## config.mk

```make
export PLATFORM = sky130hd
export DESIGN_NAME = usf_status
export DESIGN_NICKNAME = d
export VERILOG_FILES = /design/src/hw/usf_pkg.sv /design/src/hw/usf_status.sv
export VERILOG_INCLUDE_DIRS = /design/src /design/src/hw
export SDC_FILE = /design/constraint.sdc
export NUM_CORES = 1
export LEC_CHECK = 0
export BUFFER_PORTS_ARGS = -buffer_cell sky130_fd_sc_hd__buf_2
export CELL_PAD_IN_SITES_DETAIL_PLACEMENT = 1
export CELL_PAD_IN_SITES_GLOBAL_PLACEMENT = 1
export CORE_ASPECT_RATIO = 0.6
export CORE_UTILIZATION = 30
export DETAILED_ROUTE_END_ITERATION = 10
export GPL_TIMING_DRIVEN = 0
export HOLD_SLACK_MARGIN = 0.03
export PLACE_DENSITY_LB_ADDON = 0.2
export SYNTH_ARGS = -nofsm -noshare
export SYNTH_HDL_FRONTEND = slang
export SYNTH_SLANG_ARGS = --single-unit
```

## constraint.sdc

```tcl
create_clock -name i_clk -period 2.8 [get_ports i_clk]
set_input_delay 0.56 -clock i_clk [delete_from_list [all_inputs] [get_ports i_clk]]
set_output_delay 0.56 -clock i_clk [all_outputs]
set_load 0.1 [all_outputs]
```

## src/hw/usf_map.svh

```systemverilog
`ifndef USF_MAP_SVH
`define USF_MAP_SVH
// register byte offsets
`define USF_CTL_OFS   8'h00
`define USF_RT_OFS    8'h14
`define USF_CMD_OFS   8'h18
`define USF_STAT_OFS  8'h1C
`define USF_INTC_OFS  8'h20
// reset values
`define USF_CTL_RST   32'h00000000
`define USF_RT_RST    32'h00000000
`define USF_STAT_RST  32'h000000C0
// bits reserved in the reduced instance
`define USF_STAT_RSV2 32'h00501800
// status bit positions
`define USF_B_REA     22
`define USF_B_TEA     21
`define USF_B_WUF     20
`define USF_B_RWU     19
`define USF_B_SBF     18
`define USF_B_AMF     17
`define USF_B_BSY     16
`define USF_B_EBF     12
`define USF_B_RTF     11
`define USF_B_CTS     10
`define USF_B_CLEAR_TO_SEND_CHANGE_FLAG    9
`define USF_B_TBE     7
`define USF_B_TC      6
// command bits
`define USF_B_BRKREQ  1
`define USF_B_MUTEREQ 2
// flag clear bits
`define USF_B_WUC     20
`define USF_B_AMC     17
`define USF_B_EBC     12
`define USF_B_RTC     11
`define USF_B_CTSC    9
`define USF_B_TCC     6
// control register fields
`define USF_B_TXEN    0
`define USF_B_RXEN    1
`define USF_B_WM      2
`define USF_B_DSWE    3
`define USF_B_WSRC    4
`define USF_B_SC      6
`define USF_B_MATCH_IRQ_ENABLE    7
`define USF_B_BLOCK_END_IRQ_ENABLE    8
`define USF_B_TIMEOUT_IRQ_ENABLE    9
`define USF_B_WUIE    10
`define USF_B_CTSIE   11
`define USF_B_ADDR    24
// block length field and prologue bytes
`define USF_B_BLOCK_LENGTH_VALUE    24
`define USF_BLK_EXTRA 9'h004
`endif

```

## src/hw/usf_pkg.sv

```systemverilog
package usf_pkg;
  typedef enum logic [1:0] {
    USF_WS_MATCH = 2'b00,
    USF_WS_START = 2'b01,
    USF_WS_CHAR  = 2'b11,
    USF_WS_RSVD  = 2'b10
  } usf_wsrc_t;

  typedef struct packed {
    logic [31:0] ctl;
    logic [7:0]  block_length_value;
    logic [23:0] rto;
    logic        rx_enable_ack;
    logic        tx_enable_ack;
    logic        deep_sleep_wake_flag;
    logic        rx_mute_state;
    logic        break_pending_flag;
    logic        station_match_flag;
    logic        ebf;
    logic        rx_timeout_flag;
    logic        clear_to_send_change_flag;
    logic        tx_buffer_empty;
    logic        tc;
    logic        cts_m;
    logic        cts_s;
    logic        cts_p;
    logic [8:0]  bcnt;
    logic [23:0] tcnt;
    logic        tarm;
    logic        ack;
    logic [31:0] rdata;
  } usf_state_t;
endpackage : usf_pkg

```

## src/hw/usf_status.sv

```systemverilog
`timescale 1ns/10ps
`include "usf_map.svh"

module usf_status
  import usf_pkg::*;
#(
  parameter bit SECOND_INST = 1'b0
) (
  input  wire logic        i_clk,             // 100 MHz clock
  input  wire logic        i_rst_n,           // async reset, low
  input  wire logic        i_ce,              // clock enable
  input  wire logic [7:0]  i_avs_address,     // byte address
  input  wire logic        i_avs_read,        // read request
  input  wire logic        i_avs_write,       // write request
  input  wire logic [31:0] i_avs_writedata,   // write data
  input  wire logic [3:0]  i_avs_byteenable,  // byte lanes
  output logic      [31:0] o_avs_readdata,    // read data
  output logic             o_avs_waitrequest, // stall
  input  wire logic        i_rx_start,        // start bit seen
  input  wire logic        i_rx_char_valid,   // char received
  input  wire logic [7:0]  i_rx_char,         // received char
  input  wire logic        i_rx_busy,         // rx path working
  input  wire logic        i_idle_line,       // idle line seen
  input  wire logic        i_baud_tick,       // one per baud
  input  wire logic        i_break_stop,      // break stop bit
  input  wire logic        i_tbe_set,         // tx data moved
  input  wire logic        i_tbe_clr,         // tx data written
  input  wire logic        i_tc_set,          // frame sent
  input  wire logic        i_deep_sleep,      // cpu deep sleep
  input  wire logic        i_cts_n,           // nCTS pin
  output logic             o_tx_en,           // tx enable
  output logic             o_rx_en,           // rx enable
  output logic             o_rx_mute,         // receiver muted
  output logic             o_break_req,       // break pending
  output logic             o_wake_irq,        // wake request
  output logic             o_match_irq,       // match request
  output logic             o_block_end_irq,   // block end request
  output logic             o_timeout_irq,     // timeout request
  output logic             o_cts_irq          // cts change request
);

  ////////////////////////////////////////////////////////////////////
  usf_state_t  st_q;
  usf_state_t  st_d;
  logic        req;
  logic        wr;
  logic [31:0] wmask;
  logic        sel_ctl;
  logic        sel_rt;
  logic        sel_cmd;
  logic        sel_stat;
  logic        sel_intc;
  logic        brk_wr;
  logic        mute_wr;
  logic        wuc_wr;
  logic        amc_wr;
  logic        ebc_wr;
  logic        rtc_wr;
  logic        ctsc_wr;
  logic        tcc_wr;
  logic        match;
  logic        wake_ev;
  logic [8:0]  blk_lim;
  logic        blk_hit;
  logic        blk_rst;
  logic        to_hit;
  logic        cts_chg;
  logic [31:0] stat;
  usf_wsrc_t   wsrc;

  localparam logic [31:0] STAT_RST = `USF_STAT_RST;

  ////////////////////////////////////////////////////////////////////
  // bus decode: one wait cycle, access completes when ack is high
  assign req      = i_avs_read | i_avs_write;
  assign wr       = i_avs_write & st_q.ack;
  assign wmask    = {{8{i_avs_byteenable[3]}}, {8{i_avs_byteenable[2]}},
                     {8{i_avs_byteenable[1]}}, {8{i_avs_byteenable[0]}}};
  assign sel_ctl  = (i_avs_address == `USF_CTL_OFS);
  assign sel_rt   = (i_avs_address == `USF_RT_OFS);
  assign sel_cmd  = (i_avs_address == `USF_CMD_OFS);
  assign sel_stat = (i_avs_address == `USF_STAT_OFS);
  assign sel_intc = (i_avs_address == `USF_INTC_OFS);

  assign brk_wr  = wr & sel_cmd & wmask[`USF_B_BRKREQ]
                   & i_avs_writedata[`USF_B_BRKREQ];
  assign mute_wr = wr & sel_cmd & wmask[`USF_B_MUTEREQ]
                   & i_avs_writedata[`USF_B_MUTEREQ];
  assign wuc_wr  = wr & sel_intc & wmask[`USF_B_WUC]
                   & i_avs_writedata[`USF_B_WUC];
  assign amc_wr  = wr & sel_intc & wmask[`USF_B_AMC]
                   & i_avs_writedata[`USF_B_AMC];
  assign ebc_wr  = wr & sel_intc & wmask[`USF_B_EBC]
                   & i_avs_writedata[`USF_B_EBC];
  assign rtc_wr  = wr & sel_intc & wmask[`USF_B_RTC]
                   & i_avs_writedata[`USF_B_RTC];
  assign ctsc_wr = wr & sel_intc & wmask[`USF_B_CTSC]
                   & i_avs_writedata[`USF_B_CTSC];
  assign tcc_wr  = wr & sel_intc & wmask[`USF_B_TCC]
                   & i_avs_writedata[`USF_B_TCC];

  ////////////////////////////////////////////////////////////////////
  // event detection
  assign wsrc    = usf_wsrc_t'(st_q.ctl[`USF_B_WSRC +: 2]);
  assign match   = i_rx_char_valid
                   & (i_rx_char == st_q.ctl[`USF_B_ADDR +: 8]);
  always_comb begin
    unique case (wsrc)
      USF_WS_MATCH: wake_ev = match;
      USF_WS_START: wake_ev = i_rx_start;
      USF_WS_CHAR:  wake_ev = i_rx_char_valid;
      default:      wake_ev = 1'b0;
    endcase
  end

  assign blk_lim = {1'b0, st_q.block_length_value} + `USF_BLK_EXTRA;
  assign blk_hit = (st_q.bcnt >= blk_lim);
  assign blk_rst = ~st_q.ctl[`USF_B_RXEN] | ebc_wr
                   | (st_q.ctl[`USF_B_SC] & ~st_q.tx_buffer_empty);
  assign to_hit  = st_q.tarm & (st_q.tcnt >= st_q.rto);
  assign cts_chg = st_q.cts_s ^ st_q.cts_p;

  ////////////////////////////////////////////////////////////////////
  // status word; writes to it are dropped by the decode below
  always_comb begin
    stat                = 32'h00000000;
    stat[`USF_B_REA]    = st_q.rx_enable_ack;
    stat[`USF_B_TEA]    = st_q.tx_enable_ack;
    stat[`USF_B_WUF]    = st_q.deep_sleep_wake_flag;
    stat[`USF_B_RWU]    = st_q.rx_mute_state;
    stat[`USF_B_SBF]    = st_q.break_pending_flag;
    stat[`USF_B_AMF]    = st_q.station_match_flag;
    stat[`USF_B_BSY]    = i_rx_busy;
    stat[`USF_B_EBF]    = st_q.ebf;
    stat[`USF_B_RTF]    = st_q.rx_timeout_flag;
    stat[`USF_B_CTS]    = ~st_q.cts_s;
    stat[`USF_B_CLEAR_TO_SEND_CHANGE_FLAG]   = st_q.clear_to_send_change_flag;
    stat[`USF_B_TBE]    = st_q.tx_buffer_empty;
    stat[`USF_B_TC]     = st_q.tc;
    if (SECOND_INST) begin
      stat = stat & ~`USF_STAT_RSV2;
    end
  end

  ////////////////////////////////////////////////////////////////////
  always_comb begin
    st_d     = st_q;
    st_d.ack = req & ~st_q.ack;
    if (req & ~st_q.ack) begin
      unique case (1'b1)
        sel_ctl:  st_d.rdata = st_q.ctl;
        sel_rt:   st_d.rdata = {st_q.block_length_value, st_q.rto};
        sel_stat: st_d.rdata = stat;
        default:  st_d.rdata = 32'h00000000;
      endcase
    end
    if (wr & sel_ctl) begin
      st_d.ctl = (st_q.ctl & ~wmask) | (i_avs_writedata & wmask);
    end
    if (wr & sel_rt) begin
      {st_d.block_length_value, st_d.rto} = ({st_q.block_length_value, st_q.rto} & ~wmask)
                              | (i_avs_writedata & wmask);
    end

    // enable acknowledges
    st_d.rx_enable_ack = st_q.ctl[`USF_B_RXEN];
    st_d.tx_enable_ack = st_q.ctl[`USF_B_TXEN];

    // wakeup: enable low forces clear, else set wins over clear
    if (!st_q.ctl[`USF_B_DSWE]) begin
      st_d.deep_sleep_wake_flag = 1'b0;
    end else begin
      st_d.deep_sleep_wake_flag = (st_q.deep_sleep_wake_flag & ~wuc_wr) | wake_ev;
    end

    // mute: address mode uses char match, idle mode only via request
    if (st_q.ctl[`USF_B_WM]) begin
      if (match) begin
        st_d.rx_mute_state = 1'b0;
      end else if (i_rx_char_valid & i_rx_char[7] & ~st_q.rx_mute_state) begin
        st_d.rx_mute_state = 1'b1;
      end
    end else if (i_idle_line) begin
      st_d.rx_mute_state = 1'b0;
    end
    if (mute_wr) begin
      st_d.rx_mute_state = 1'b1;
    end

    st_d.break_pending_flag  = (st_q.break_pending_flag & ~i_break_stop) | brk_wr;
    st_d.station_match_flag  = (st_q.station_match_flag & ~amc_wr) | match;
    st_d.ebf  = (st_q.ebf & ~ebc_wr) | blk_hit;
    st_d.rx_timeout_flag  = (st_q.rx_timeout_flag & ~rtc_wr) | to_hit;
    st_d.clear_to_send_change_flag = (st_q.clear_to_send_change_flag & ~ctsc_wr) | cts_chg;
    st_d.tx_buffer_empty  = (st_q.tx_buffer_empty & ~i_tbe_clr) | i_tbe_set;
    st_d.tc   = (st_q.tc & ~(tcc_wr | i_tbe_clr)) | (i_tc_set & st_q.tx_buffer_empty);

    // nCTS synchroniser and edge history
    st_d.cts_m = i_cts_n;
    st_d.cts_s = st_q.cts_m;
    st_d.cts_p = st_q.cts_s;

    // block byte counter, saturating
    if (blk_rst) begin
      st_d.bcnt = 9'h000;
    end else if (i_rx_char_valid && st_q.bcnt != 9'h1FF) begin
      st_d.bcnt = st_q.bcnt + 9'h001;
    end

    // receiver timeout counter in baud ticks
    if (to_hit) begin
      st_d.tarm = 1'b0;
    end
    if (st_q.ctl[`USF_B_SC]) begin
      if (i_rx_start) begin
        st_d.tarm = 1'b1;
        st_d.tcnt = 24'h000000;
      end
    end else if (i_rx_char_valid) begin
      st_d.tarm = 1'b1;
      st_d.tcnt = 24'h000000;
    end else if (i_rx_start) begin
      st_d.tarm = 1'b0;
      st_d.tcnt = 24'h000000;
    end
    if (st_q.tarm && !to_hit && i_baud_tick && st_q.tcnt != 24'hFFFFFF) begin
      st_d.tcnt = st_q.tcnt + 24'h000001;
    end

    if (SECOND_INST) begin
      st_d.rx_enable_ack  = 1'b0;
      st_d.deep_sleep_wake_flag  = 1'b0;
      st_d.ebf  = 1'b0;
      st_d.rx_timeout_flag  = 1'b0;
    end
  end

  ////////////////////////////////////////////////////////////////////
  always_ff @(posedge i_clk or negedge i_rst_n) begin
    if (!i_rst_n) begin
      st_q       <= '0;
      st_q.ctl   <= `USF_CTL_RST;
      st_q.tx_buffer_empty   <= STAT_RST[`USF_B_TBE];
      st_q.tc    <= STAT_RST[`USF_B_TC];
      st_q.cts_m <= 1'b1;
      st_q.cts_s <= 1'b1;
      st_q.cts_p <= 1'b1;
    end else if (i_ce) begin
      st_q <= st_d;
    end
  end

  ////////////////////////////////////////////////////////////////////
  assign o_avs_readdata    = st_q.rdata;
  // stall while frozen so a completed write is never lost
  assign o_avs_waitrequest = req & ~(st_q.ack & i_ce);
  assign o_tx_en           = st_q.ctl[`USF_B_TXEN];
  assign o_rx_en           = st_q.ctl[`USF_B_RXEN];
  assign o_rx_mute         = st_q.rx_mute_state;
  assign o_break_req       = st_q.break_pending_flag;
  assign o_wake_irq        = st_q.deep_sleep_wake_flag & st_q.ctl[`USF_B_WUIE]
                             & i_deep_sleep;
  assign o_match_irq       = st_q.station_match_flag & st_q.ctl[`USF_B_MATCH_IRQ_ENABLE];
  assign o_block_end_irq   = st_q.ebf & st_q.ctl[`USF_B_BLOCK_END_IRQ_ENABLE];
  assign o_timeout_irq     = st_q.rx_timeout_flag & st_q.ctl[`USF_B_TIMEOUT_IRQ_ENABLE];
  assign o_cts_irq         = st_q.clear_to_send_change_flag & st_q.ctl[`USF_B_CTSIE];
endmodule : usf_status

```

# Yosys cells after proc, flatten, opt, wreduce, memory -nomap -nowiden
# Cells that the tools add are included.
[classes] order_cmp=2 add_sub_neg=3 n_reduce_logical=16 muxes=16 bitwise=73 n_eq_ne=11
[op_table] operator="$mux W25" count=4
[op_table] operator="$and A32 B32 Y32" count=3
[op_table] operator="$pmux W32 S3" count=1
[op_table] operator="$or A32 B32 Y32" count=2
[op_table] operator="$and A1 B1 Y1" count=40
[op_table] operator="$not A32 Y32" count=1
[op_table] operator="$add A24 B1 Y24 const B" count=1
[op_table] operator="$eq A8 B5 Y1 const B" count=3
[op_table] operator="$ge A24 B24 Y1" count=1
[op_table] operator="$mux W24" count=1
[op_table] operator="$ne A24 B24 Y1 const B" count=1
[op_table] operator="$mux W9" count=2
[op_table] operator="$not A1 Y1" count=14
[op_table] operator="$or A1 B1 Y1" count=12
[op_table] operator="$add A8 B3 Y9 const B" count=1
[op_table] operator="$add A9 B1 Y9 const B" count=1
[op_table] operator="$ge A9 B9 Y1" count=1
[op_table] operator="$ne A9 B9 Y1 const B" count=1
[op_table] operator="$eq A8 B6 Y1 const B" count=1
[op_table] operator="$eq A8 B8 Y1" count=1
[op_table] operator="$logic_not A8 Y1" count=1
[op_table] operator="$reduce_and A2 Y1" count=4
[op_table] operator="$mux W1" count=7
[op_table] operator="$reduce_and A3 Y1" count=2
[op_table] operator="11 further kinds" count=15
[totals] ff_bits=145 in_bits=68

# Depth between registers and ports, before layout
[depth] depth_word=8 mapped_depth=11 ltp_nobuf=10

# Least setup slack after synthesis
# No wires, ideal clock.
[synth_timing] kind="input-to-output" from="input port i_ce" to="output port o_avs_waitrequest" setup_slack_ns=-0.415 stages=4 t_arrival_ns=2.655 cell_sequence="clkbuf_1 -> clkbuf_1 -> clkbuf_1 -> a21oi_1"
[synth_between] elab_chain_cells=3
[synth_rtl] item="start, declared" line_no="usf_status.sv:11" rtl="input wire logic i_ce,"
[synth_rtl] item="$and A1 B1 Y1" line_no="usf_status.sv:256" rtl="assign o_avs_waitrequest = req & ~(st_q.ack & i_ce);"
[synth_rtl] item="$not A1 Y1" line_no="usf_status.sv:256"
[synth_rtl] item="$and A1 B1 Y1" line_no="usf_status.sv:256"
[synth_rtl] item="end, declared" line_no="usf_status.sv:18" rtl="output logic o_avs_waitrequest,"
# No other way between the ends.

==> flow_summary_export.csv <==
group,metric,value,unit
layout,nets,981,
synth,synth.cell_area,0.00771,mm^2
layout,post-route-util,0.373,
synth,syn_nets,854,
synth,synth.distinct_cells,58,
power_and_ir_drop,report.power.total,5.00,mW
detailed_routing,viasPerCell,5.14,
timing,final-setup-viol-count,0,
detailed_routing,drt_wl_total,26100,um
synth,yosysTopAreaCell,"dfrtp_1",
clock_network,clk_pin_slew,70,ps
synth,syn_inst,749,
setup_path,critPathLaunchType,"register",
synth,synth_warnings,0,
synth,synth.area.top_cells,"dfrtp_1 (45%), mux2_2 (9.9%), ha_1 (6.0%), o21ai_0 (4.0%), nand2_1 (3.8%)",
synth,synth_edf_count,0,
setup_path,arrival,3060,ps
synth,synthMuxAreaShare,0.102,
die,design.die.area,0.0264,mm^2
global_routing,grt_max_degree,78,
power_and_ir_drop,power.leakage,4.34,nW
clock_network,clock_latency,440,ps
layout,synthToLayoutAreaGrowth,22.4,%
place,place_congestion,0.837,
die,fp.coreArea,0.0253,mm^2
timing,slew_headroom,0.432,
setup_path,end_kind,"register",
synth,synth-xor-area-share,0.0307,
timing,fin_crit,2690,ps
timing,hold_violations,0,
detailed_routing,drcViolationCount,2,
timing,fin_tns_setup,0,ps
die,start_util,0.305,
clock_network,ctsHoldBuffers,0,
timing,skew,9.63,ps
die,die_h,126,um
timing,worst_slew_pin_slew,853,ps
detailed_routing,wl_per_cell,21.4,um
power_and_ir_drop,peakVddDrop,0.423,mV
layout,n_antenna_cell,0,
place,dp_hpwl,20100,um
global_routing,overflow,0,
setup_path,path_max_fanout,10,
outcome,status,"finished, violations left",
die,ioPinCount,110,
synth,ys_ff_latch,145,
timing,maxSlewViolCount,0,
setup_path,worstPathRequired,3170,ps
worst_hold_path,hp-class,"in2async",
synth,yosys.area_share.simple,0.134,
global_routing,track_usage,0.208,
place,place.port_buffers,107,
clock_network,cts_buffer_depth,2,
die,die_x,209,um
detailed_routing,drt_iter0_drc,340,
synth,synth-compound-area-share,0.141,
flow_run,cap_violations,0,
clock_network,cts_buffers,17,
layout,drive_gt1_frac,0.326,
synth,synth_ff_type,"dfrtp_1",
timing,timing.final.crit_share,0.961,
clock_network,htreeDepth,4,
synth,synth_top_family_by_area,"compound AO/OA/AOI/OAI gates",
outcome,violations,"DRC",
global_routing,grt_pass1_vias,6364,
synth,synth-seq-area-share,0.471,
detailed_routing,dr.pass1.iters,8,
global_routing,antenna_found_initial,0,
clock_network,clock_sinks,145,
timing,timing.hold.ws,137,ps
synth,synth_top_area_frac,0.454,
power_and_ir_drop,p_per_area,530,mW/mm^2
timing,fmax,372,MHz
detailed_routing,drtAntennaViolNets,0,
clock_network,cts_root_buffer,"clkbuf_16",
clock_network,cts_tree,"built",
detailed_routing,vias,6262,
setup_path,crit_type,"reg2reg",
die,rows,45,
global_routing,grt_first_pass_wirelength,40400,um
synth,avgSynthCellArea,10.3,um^2
synth,async_reset_ff_frac,1.00,
synth,synth-adder-area-share,0.0600,
layout,fill_cells,2858,
cells in the final DEF, fill, tap and decap left out, types with 4 or more instances in the layout:
| cell type | netlist | final |
|---|---|---|
| or3_1 | 10 | 9 |
| clkbuf_16 | 0 | 17 |
| nand3_1 | 23 | 23 |
| nand2b_1 | 4 | 4 |
| buf_2 | 7 | 112 |
| ha_1 | 37 | 37 |
| clkbuf_1 | 19 | 16 |
| a21oi_2 | 0 | 6 |
| bufinv_16 | 0 | 4 |
| xnor2_1 | 20 | 20 |
| and2_1 | 5 | 4 |
| nor2b_1 | 4 | 4 |
| nor2_2 | 1 | 4 |
| nor3_1 | 7 | 6 |
| a21oi_1 | 30 | 24 |
| nand2_1 | 78 | 78 |
| and3_1 | 7 | 7 |
| o211ai_1 | 4 | 4 |
| mux2_2 | 68 | 68 |
| a211oi_1 | 9 | 8 |
| nand4_1 | 16 | 16 |
| dfstp_2 | 5 | 5 |
| o21ai_1 | 5 | 5 |
| buf_4 | 32 | 34 |
| xor2_1 | 7 | 7 |
| dfrtp_1 | 140 | 137 |
| a21o_1 | 5 | 5 |
| a22oi_1 | 32 | 32 |
| inv_1 | 33 | 33 |
| o21ai_0 | 62 | 60 |
| a22o_1 | 8 | 8 |
| nor2_1 | 33 | 30 |
final timing paths:
kind                                      end                start  cells past startpoint  slack (ps)
max                                  st_q[46]             register                     10         110
min                        o_avs_readdata[29]              i_rst_n                      1         140
max reg2reg                          st_q[46]             register                     10         110
min reg2reg                o_avs_readdata[18]   o_avs_readdata[18]                      2         480
max in group asynchronous            st_q[67]              i_rst_n                      2        1780
min in group i_clk                   register  i_avs_writedata[25]                      3         350
metal layers:
layer | up-vias | share of wire | wire (um) | global-route usage
met1 | 3172 | 0.55 | 14300 | 0.338
li1 | 2911 | - | - | -
met3 | 23 | 0.049 | 1270 | 0.0439
met4 | 0 | 0.011 | 300 | 0.0528
met5 | - | 0 | 0 | 0
met2 | 156 | 0.39 | 10200 | 0.267
worst max-delay path, cell delays in order, from the launching register on:
cell	delay, ps
dfrtp_2	440
ha_1	270
nand2b_1	190
a2111oi_4	390
o21ai_2	100
a21oi_2	200
o21ai_2	120
and2_4	210
buf_4	180
or3_1	380
a21oi_2	140
through the flow:
step,cells,worst slack (ps),cell area [um^2]
finish,1218,110,9440
global route,1218,-19.6,9440
CTS,1219,7.84,9370
detailed placement,1186,-471,8700
global placement,1185,-1170,8660
floorplan,749,202,7710
report_power, final:
| group | internal (mW) | switching [mW] |
|---|---|---|
| clock | 1.52 | 0.976 |
| sequential | 2.13 | 0.0294 |
| combinational | 0.107 | 0.235 |
| total | 3.76 | 1.24 |
repair_timing:
| action | in CTS | in global routing |
|---|---|---|
| cloned | 0 | 0 |
| pin swaps | 1 | 3 |
| buffers inserted | 1 | 0 |
| resized for setup | 16 | 21 |
| endpoints found under the setup margin | 32 | 24 |
layout make-up:
cell class | instances | area, um^2 | area share
Buffer | 58 | 360 | 0.0382
Clock buffer | 20 | 447 | 0.0473
Clock inverter | 12 | 181 | 0.0192
Inverter | 33 | 124 | 0.0131
Multi-Input combinational cell | 512 | 3700 | 0.392
Sequential cell | 145 | 3640 | 0.386
Tap cell | 329 | 412 | 0.0436
Timing Repair Buffer | 109 | 577 | 0.0611
cell usage after synthesis, types with 3 or more instances:
master,number
dfrtp_1,140
nand2_1,78
mux2_2,68
o21ai_0,62
ha_1,37
inv_1,33
nor2_1,33
a22oi_1,32
buf_4,32
a21oi_1,30
nand3_1,23
xnor2_1,20
clkbuf_1,19
nand4_1,16
or3_1,10
a211oi_1,9
a22o_1,8
and3_1,7
buf_2,7
nor3_1,7
xor2_1,7
a21o_1,5
and2_1,5
dfstp_2,5
o21ai_1,5
nand2b_1,4
nor2b_1,4
o211ai_1,4
a32o_1,3
nand2_2,3
cells by family after synthesis:
logic type	after synthesis
fa+ha+maj	37
xor+xnor	27
compound gates	173
flops	145
simple gates	205
mux	70
buf+inv	92
Note: power is estimated with default switching activity, not from simulation.
